--- src/dac_ctrl_pkg.sv ---
package dac_ctrl_pkg;

  // channel count and command layout
  localparam int         NUM_CH        = 4;
  localparam int         CH_SEL_W      = 2;
  localparam int         CMD_W         = 24;
  localparam logic [3:0] CH_ADDR_LIMIT = 4'h4;

  // command opcodes handled by this block
  localparam logic [3:0] OP_PWR_DOWN_CH   = 4'h4;
  localparam logic [3:0] OP_PWR_DOWN_CHIP = 4'h5;
  localparam logic [3:0] OP_CONFIG        = 4'h7;
  localparam logic [3:0] OP_UPDATE_ALL    = 4'h9;

  // configuration data field positions
  localparam int CFG_REF_DIS_POS   = 0;
  localparam int CFG_THERM_DIS_POS = 1;

  // reset values
  localparam logic              RST_REF_DISABLE = 1'h0;
  localparam logic              RST_THERM_DIS   = 1'h0;
  localparam logic              RST_REF_ON      = 1'h1;
  localparam logic [NUM_CH-1:0] RST_CH_ON       = 4'hF;

  // synchroniser depth
  localparam int SYNC_STAGES = 2;

  typedef struct packed {
    logic [3:0]  opcode;
    logic [3:0]  addr;
    logic [15:0] data;
  } cmd_t;

  typedef struct packed {
    logic [NUM_CH-1:0] ch_powered;
    logic              ref_powered;
    logic              use_internal_ref;
    logic              thermal_protect_disable_bit;
    logic              shutdown;
  } power_status_t;

endpackage

--- src/level_sync.sv ---
`timescale 1ns/1ps
`default_nettype none

module level_sync #(
  parameter int WIDTH = 2
) (
  input  wire logic             core_clk,
  input  wire logic             rst_n,
  input  wire logic [WIDTH-1:0] async_in,
  input  wire logic [WIDTH-1:0] rst_value,
  output logic      [WIDTH-1:0] sync_out
);
  import dac_ctrl_pkg::*;

  if (WIDTH < 1) begin : g_bad_width
    $error("level_sync needs WIDTH of at least 1");
  end

  typedef struct packed {
    logic [WIDTH-1:0] first;
    logic [WIDTH-1:0] second;
  } sync_state_t;

  sync_state_t st;
  sync_state_t next_st;

  // first stage feeds only the second; nothing else looks at it
  always_comb begin
    next_st.first  = async_in;
    next_st.second = st.first;
    if (!rst_n) begin
      next_st.first  = rst_value;
      next_st.second = rst_value;
    end
  end

  always_ff @(posedge core_clk) begin
    st <= next_st;
  end

  assign sync_out = st.second;

endmodule

`default_nettype wire

--- src/dac_load_ref_thermal_ctrl.sv ---
// Function
// - strobe high and load low copies input registers to DAC registers.
// - a load pulse inside a frame powers up outputs without updating.
// - load still low at the strobe rise runs the 24-bit word, then updates.
// - a falling load input powers up every channel, strobe regardless.
// - load low at the strobe rise cancels power-down and config words.
// - the internal reference is used only while ref-disable is 0.
// - ref-disable resets to 0 and is written by config opcode 0111b.
// - over-temperature downs channels, pulls alert low, keeps reference.
// - thermal shutdown is latched beyond the over-temperature level.
// - once cool, an update-all word, a load fall or a toggle clears the shutdown.
// - a strobe rising edge releases the alert unless a new shutdown starts in that cycle.
// - the protect-disable bit keeps over-temperature from acting.
// - 0100b powers down one channel, 0101b all channels and reference.
// - opcode 1001b updates all DAC registers like a load pulse.
`timescale 1ns/1ps
`default_nettype none

module dac_load_ref_thermal_ctrl (
  input  wire logic                        core_clk,
  input  wire logic                        rst_n,
  input  wire logic                        async_load_n,
  input  wire logic                        select_load_strobe_n,
  input  wire logic                        cmd_valid,
  input  wire dac_ctrl_pkg::cmd_t          cmd_word,
  input  wire logic                        toggle_update,
  input  wire logic                        overtemp_in,
  input  wire logic                        overtemp_alert_n_in,
  output logic                             cmd_exec,
  output dac_ctrl_pkg::cmd_t               cmd_exec_word,
  output logic                             dac_update,
  output dac_ctrl_pkg::power_status_t      status,
  output logic                             overtemp_alert_n_out,
  output logic                             overtemp_alert_n_oe_n
);
  import dac_ctrl_pkg::*;

  typedef struct packed {
    logic              load_d;
    logic              strobe_d;
    logic [NUM_CH-1:0] ch_on;
    logic              ref_on;
    logic              ref_disable;
    logic              therm_dis;
    logic              shutdown;
    logic              alert;
    logic              exec;
    cmd_t              exec_word;
    logic              update_pend;
    logic              update;
  } ctrl_state_t;

  ctrl_state_t st;
  ctrl_state_t next_st;

  logic [1:0] sync_q;
  logic       load_s;
  logic       ot_s;
  logic       strobe_rise;
  logic       load_low;
  logic       load_fall;
  logic       cmd_taken;
  logic       cmd_update;
  logic       upd_evt;
  logic       suppressible;
  logic       therm_fault;

  // both asynchronous levels pass two flops before any use
  level_sync #(
    .WIDTH (2)
  ) u_sync (
    .core_clk  (core_clk),
    .rst_n     (rst_n),
    .async_in  ({async_load_n, overtemp_in}),
    .rst_value (2'h2),
    .sync_out  (sync_q)
  );

  assign load_s = sync_q[1];
  assign ot_s   = sync_q[0];

  // event decode; load levels synchronised, strobe taken raw against its registered copy
  assign strobe_rise  = select_load_strobe_n & ~st.strobe_d;
  assign load_low     = ~load_s;
  assign load_fall    = st.load_d & ~load_s;
  assign cmd_taken    = strobe_rise & cmd_valid;
  assign cmd_update = cmd_taken & (cmd_word.opcode == OP_UPDATE_ALL);
  assign suppressible = (cmd_word.opcode == OP_PWR_DOWN_CH)
                      | (cmd_word.opcode == OP_PWR_DOWN_CHIP)
                      | (cmd_word.opcode == OP_CONFIG);
  // a load fall, update-all word or toggle powers up and may end a thermal shutdown
  assign upd_evt      = load_fall | cmd_update | toggle_update;
  assign therm_fault  = ot_s & ~st.therm_dis;

  // next-state logic; power-ups are applied after power-downs
  always_comb begin
    next_st             = st;
    next_st.load_d      = load_s;
    next_st.strobe_d    = select_load_strobe_n;
    next_st.exec        = 1'h0;
    next_st.update_pend = 1'h0;
    if (cmd_taken) begin
      next_st.exec_word = cmd_word;
      // a late load kills power-down and config words
      next_st.exec = ~(load_low & suppressible);
      // late load: run the command now, update one cycle later
      next_st.update_pend = load_low;
      if (!load_low) begin
        if (cmd_word.opcode == OP_PWR_DOWN_CH &&
            cmd_word.addr < CH_ADDR_LIMIT) begin
          next_st.ch_on[cmd_word.addr[CH_SEL_W-1:0]] = 1'h0;
        end
        if (cmd_word.opcode == OP_PWR_DOWN_CHIP) begin
          next_st.ch_on  = '0;
          next_st.ref_on = 1'h0;
        end
        if (cmd_word.opcode == OP_CONFIG) begin
          next_st.ref_disable = cmd_word.data[CFG_REF_DIS_POS];
          next_st.therm_dis   = cmd_word.data[CFG_THERM_DIS_POS];
        end
      end
    end
    // load falling edge powers up regardless of the strobe
    if (upd_evt) begin
      next_st.ch_on  = '1;
      next_st.ref_on = 1'h1;
    end
    // strobe high and load low: copy every cycle the level lasts
    next_st.update = (select_load_strobe_n & load_low)
                   | st.update_pend
                   | cmd_update;
    // shutdown latches; an update clears it only once cool
    next_st.shutdown = therm_fault
                     | (st.shutdown & ~upd_evt)
                     | (st.shutdown & ot_s);
    // strobe rise releases the alert, a new shutdown sets it again
    if (strobe_rise) begin
      next_st.alert = 1'h0;
    end
    if (therm_fault & ~st.shutdown) begin
      next_st.alert = 1'h1;
    end
    if (!rst_n) begin
      next_st.load_d      = 1'h1;
      next_st.strobe_d    = 1'h1;
      next_st.ch_on       = RST_CH_ON;
      next_st.ref_on      = RST_REF_ON;
      next_st.ref_disable = RST_REF_DISABLE;
      next_st.therm_dis   = RST_THERM_DIS;
      next_st.shutdown    = 1'h0;
      next_st.alert       = 1'h0;
      next_st.exec        = 1'h0;
      next_st.exec_word   = '0;
      next_st.update_pend = 1'h0;
      next_st.update      = 1'h0;
    end
  end

  always_ff @(posedge core_clk) begin
    st <= next_st;
  end

  // outputs; the reference stays on through a thermal shutdown
  assign cmd_exec                = st.exec;
  assign cmd_exec_word           = st.exec_word;
  assign dac_update              = st.update;
  assign status.ch_powered       =
    st.ch_on & ~{NUM_CH{st.shutdown & ~st.therm_dis}};
  assign status.ref_powered      = st.ref_on;
  assign status.use_internal_ref = ~st.ref_disable;
  assign status.thermal_protect_disable_bit = st.therm_dis;
  assign status.shutdown         = st.shutdown;
  // open drain: the pad only ever pulls low
  assign overtemp_alert_n_out    = 1'h0;
  assign overtemp_alert_n_oe_n   = ~st.alert;
endmodule

`default_nettype wire

--- config.mk ---
export PLATFORM = sky130hd
export DESIGN_NAME = dac_load_ref_thermal_ctrl
export DESIGN_NICKNAME = d
export VERILOG_FILES = /design/src/dac_ctrl_pkg.sv /design/src/level_sync.sv /design/src/dac_load_ref_thermal_ctrl.sv
export SDC_FILE = /design/constraint.sdc
export NUM_CORES = 1
export LEC_CHECK = 0
export ABC_AREA = 0
export BUFFER_PORTS_ARGS = -buffer_cell sky130_fd_sc_hd__buf_4
export CORE_ASPECT_RATIO = 1.75
export CORE_MARGIN = 2
export CORE_UTILIZATION = 52
export DETAILED_ROUTE_END_ITERATION = 10
export PLACE_DENSITY_LB_ADDON = 0.12
export SETUP_SLACK_MARGIN = 0.15
export SLEW_MARGIN = 30
export SYNTH_ARGS = -nofsm -noshare
export SYNTH_HDL_FRONTEND = slang
export SYNTH_SLANG_ARGS = --single-unit
--- constraint.sdc ---
create_clock -name core_clk -period 4.5 [get_ports core_clk]
set_input_delay 0.9 -clock core_clk [delete_from_list [all_inputs] [get_ports core_clk]]
set_output_delay 0.9 -clock core_clk [all_outputs]
set_load 0.01 [all_outputs]
==> out/summary.txt <==
antenna violations before repair: 0
clk_lat worst skew: 0.29 ns
Syn Area/Cell: 8.326 um^2
EDFF count, synth: 0
worst clock skew: 0.004618 ns
share of cells above drive strength 1: 0.3160
Tcrit/Tclk final: 0.4499
Final Hold Violating Endpoints: 0
fill count: 340
Max Fclk: 0.4939 GHz
met3 Track Usage GR: 0.05714
WL final: 3724 um
Final Instance Count excl. Fillers: 295
maximum number of pins on one net before global-route repair: 31
# clock sinks: 42
Clock Path Buffers: 2
worst endpoint required time: 3.60 ns
status: completed
Post-synth ARST share: 0
flop2flop setup slack: 2.96 ns
initial core utilization: 0.5353
Max VDD drop: 0.2864 mV
CTS clk-pin slew, worst paths: 0.08 ns
Cell Count Post-Placement: 287
nets: 281
Via-to-Cell Ratio: 5.014
ant diodes: 0
total grt overflow: 0
GRT met2 Usage: 0.3421
FP Rows: 28
endpoint type of the worst setup path: output port
total leakage power: 0.9560 nW
Core ar.: 3328 um^2
max-capacitance violation count: 0
first-pass GRT wire length: 5644 um
Starting DRT DRC Count: 15
maximum fanout along the worst path: 5
First-pass DRT Iterations: 4
Placer Congestion: 0.7772
min cycle time layout: 2.025 ns
post-CTS setup buffers: 0
sequential area share after synthesis: 0.4719
RSZ-0062 raised after global routing: no
TritonCTS clock tree: built
Power per Cell Area: 339.1 nW/um^2
worst min-delay path class: flop to flop
Final Slew Violations: 0
GRT met1 Usage: 0.2100
Global Route Usage Sum: 0.1992
port bufs: 65
Die Span X: 48.25 um
worst slew pin tran: 0.8526 ns
area grow syn2layout: 22.75%
final-report setup violation count: 0
worst r2r src: st[36]
Setup CP Type: flop to output port
PostCTS Resize Cnt: 0
antenna viol nets, final: 0
DP HPWL: 2656 um
routed via count: 1479
Post-synth top flop: dfxtp_1
Crit path largest cell delay: 0.42 ns
htree depth: 2
DR DRC count: 0
I/O pin count: 68
critical path's slowest cell: dfxtp_1
beginning of the worst hold path: u_sync.st[3]
Inserted Clock Buffers: 5
Power, Total: 741.7 uW
Netlist cell types: 28
vias in the first global route: 1313
Setup TNS Final: 0 ns
WP data arrival: 1.12 ns
hold buffers post-CTS: 0
Yosys warning total: 0
crit start category: flop
Max-Slew Margin vs Limit: 0.4316
crit-path cells: inv_1, a21oi_1, buf_4
die height: 81.44 um
Most Used Layer, Global Route: met2
Synth Instances: 214
Cell Area, Synth: 1782 um^2
root buf cell: clkbuf_8
final design utilization: 0.6571
Seq cells post-synth: 42
syn_nets: 246
crit path launch: status[1]
die area: 3929 um^2
WL per Instance: 12.62 um
==> cell usage in the layout (no fill, tap or decap) <==
cell type / instances
nand3_1: 1
inv_1: 10
buf_4: 66
or4_1: 1
a41o_1: 1
nand4b_2: 1
a211oi_1: 6
clkbuf_8: 5
bufinv_16: 1
o211a_1: 1
nand3b_1: 1
mux2i_1: 2
nand2b_1: 3
or4b_4: 1
conb_1: 1
nor3_1: 1
dfxtp_1: 42
a21oi_1: 33
and2_1: 2
or4b_2: 2
or4bb_1: 2
nand2_1: 55
o21ai_0: 2
o211ai_1: 4
and3b_1: 1
inv_2: 1
clkinv_2: 2
nor2_1: 2
==> power breakdown <==
part           switching (mW)  internal (mW)
Combinational          0.0316         0.0341
Sequential            0.00439          0.380
Clock                   0.129          0.163
Total                   0.165          0.577
==> worst paths after layout <==
kind / end / cells after the start
worst max-delay path: status[6] / 3
worst min-delay path: u_sync.sync_out[1] / 1
worst max register to register: status[0] / 3
worst min register to register: u_sync.sync_out[1] / 1
==> state kept, by name, summed over array words and instances (netlist names) <==
register and cells:
cmd_exec 1, cmd_exec_word 24, dac_update 1, st 9, status 3, u_sync.st 2, u_sync.sync_out 2
==> critical path: cells and delay by family, from the launching register on <==
family | cells | cell delay, ns
AO/OA/AOI/OAI | 1 | 0.15
buffers and inverters | 2 | 0.27
flip-flops | 1 | 0.42
==> cell type report <==
| cell class | instances | area [um^2] | area share |
|---|---|---|---|
| sequential | 42 | 840.8 | 0.3844 |
| tap | 45 | 56.30 | 0.02574 |
| inverter | 11 | 41.29 | 0.01888 |
| clock inverter | 3 | 40.04 | 0.01831 |
| multi-input combinational | 123 | 644.4 | 0.2946 |
| timing repair buffer | 66 | 495.5 | 0.2265 |
| clock buffer | 5 | 68.82 | 0.03146 |
==> through the flow <==
step	setup WS [ns]	cell area [um^2]	hold WS, ns
2_1_floorplan	2.481	1782	0.3863
3_3_place_gp	2.193	2078	0.3925
3_5_place_dp	2.198	2078	0.3964
4_1_cts	2.478	2187	0.4121
5_1_grt	2.387	2187	0.4343
6_report	2.475	2187	0.4066
==> cell usage after synthesis (2+ instances only) <==
cell / n / area (um^2)
inv_1: 10 / 37.54
mux2i_1: 2 / 20.02
nand2_1: 55 / 206.5
a21oi_1: 33 / 165.2
buf_4: 28 / 210.2
nand2b_1: 3 / 18.77
clkbuf_1: 8 / 30.03
or4b_2: 2 / 20.02
dfxtp_1: 42 / 840.8
nor2_1: 2 / 7.510
a211oi_1: 6 / 45.04
o21ai_0: 2 / 10.01
or4bb_1: 2 / 22.52
and2_1: 2 / 12.51
o211ai_1: 4 / 30.03
==> layer usage <==
layer / wire length (um) / part of all wire / vias to the layer above
met3: 195 / 0.052 / 9
met2: 1996 / 0.54 / 48
met4: 90 / 0.024 / 0
li1: - / - / 747
met5: 0 / 0 / -
met1: 1442 / 0.39 / 675
==> cell families (layout without fill, tap and decap cells) <==
family / count (synthesis) / after routing / synth area share
mux: 2 / 2 / 0.01124
simple gates: 73 / 73 / 0.1966
flops: 42 / 42 / 0.4719
buf+inv: 49 / 85 / 0.1664
other cells: 1 / 1 / 0.002105
compound gates: 47 / 47 / 0.1517
(Power assumes the default switching activity.)
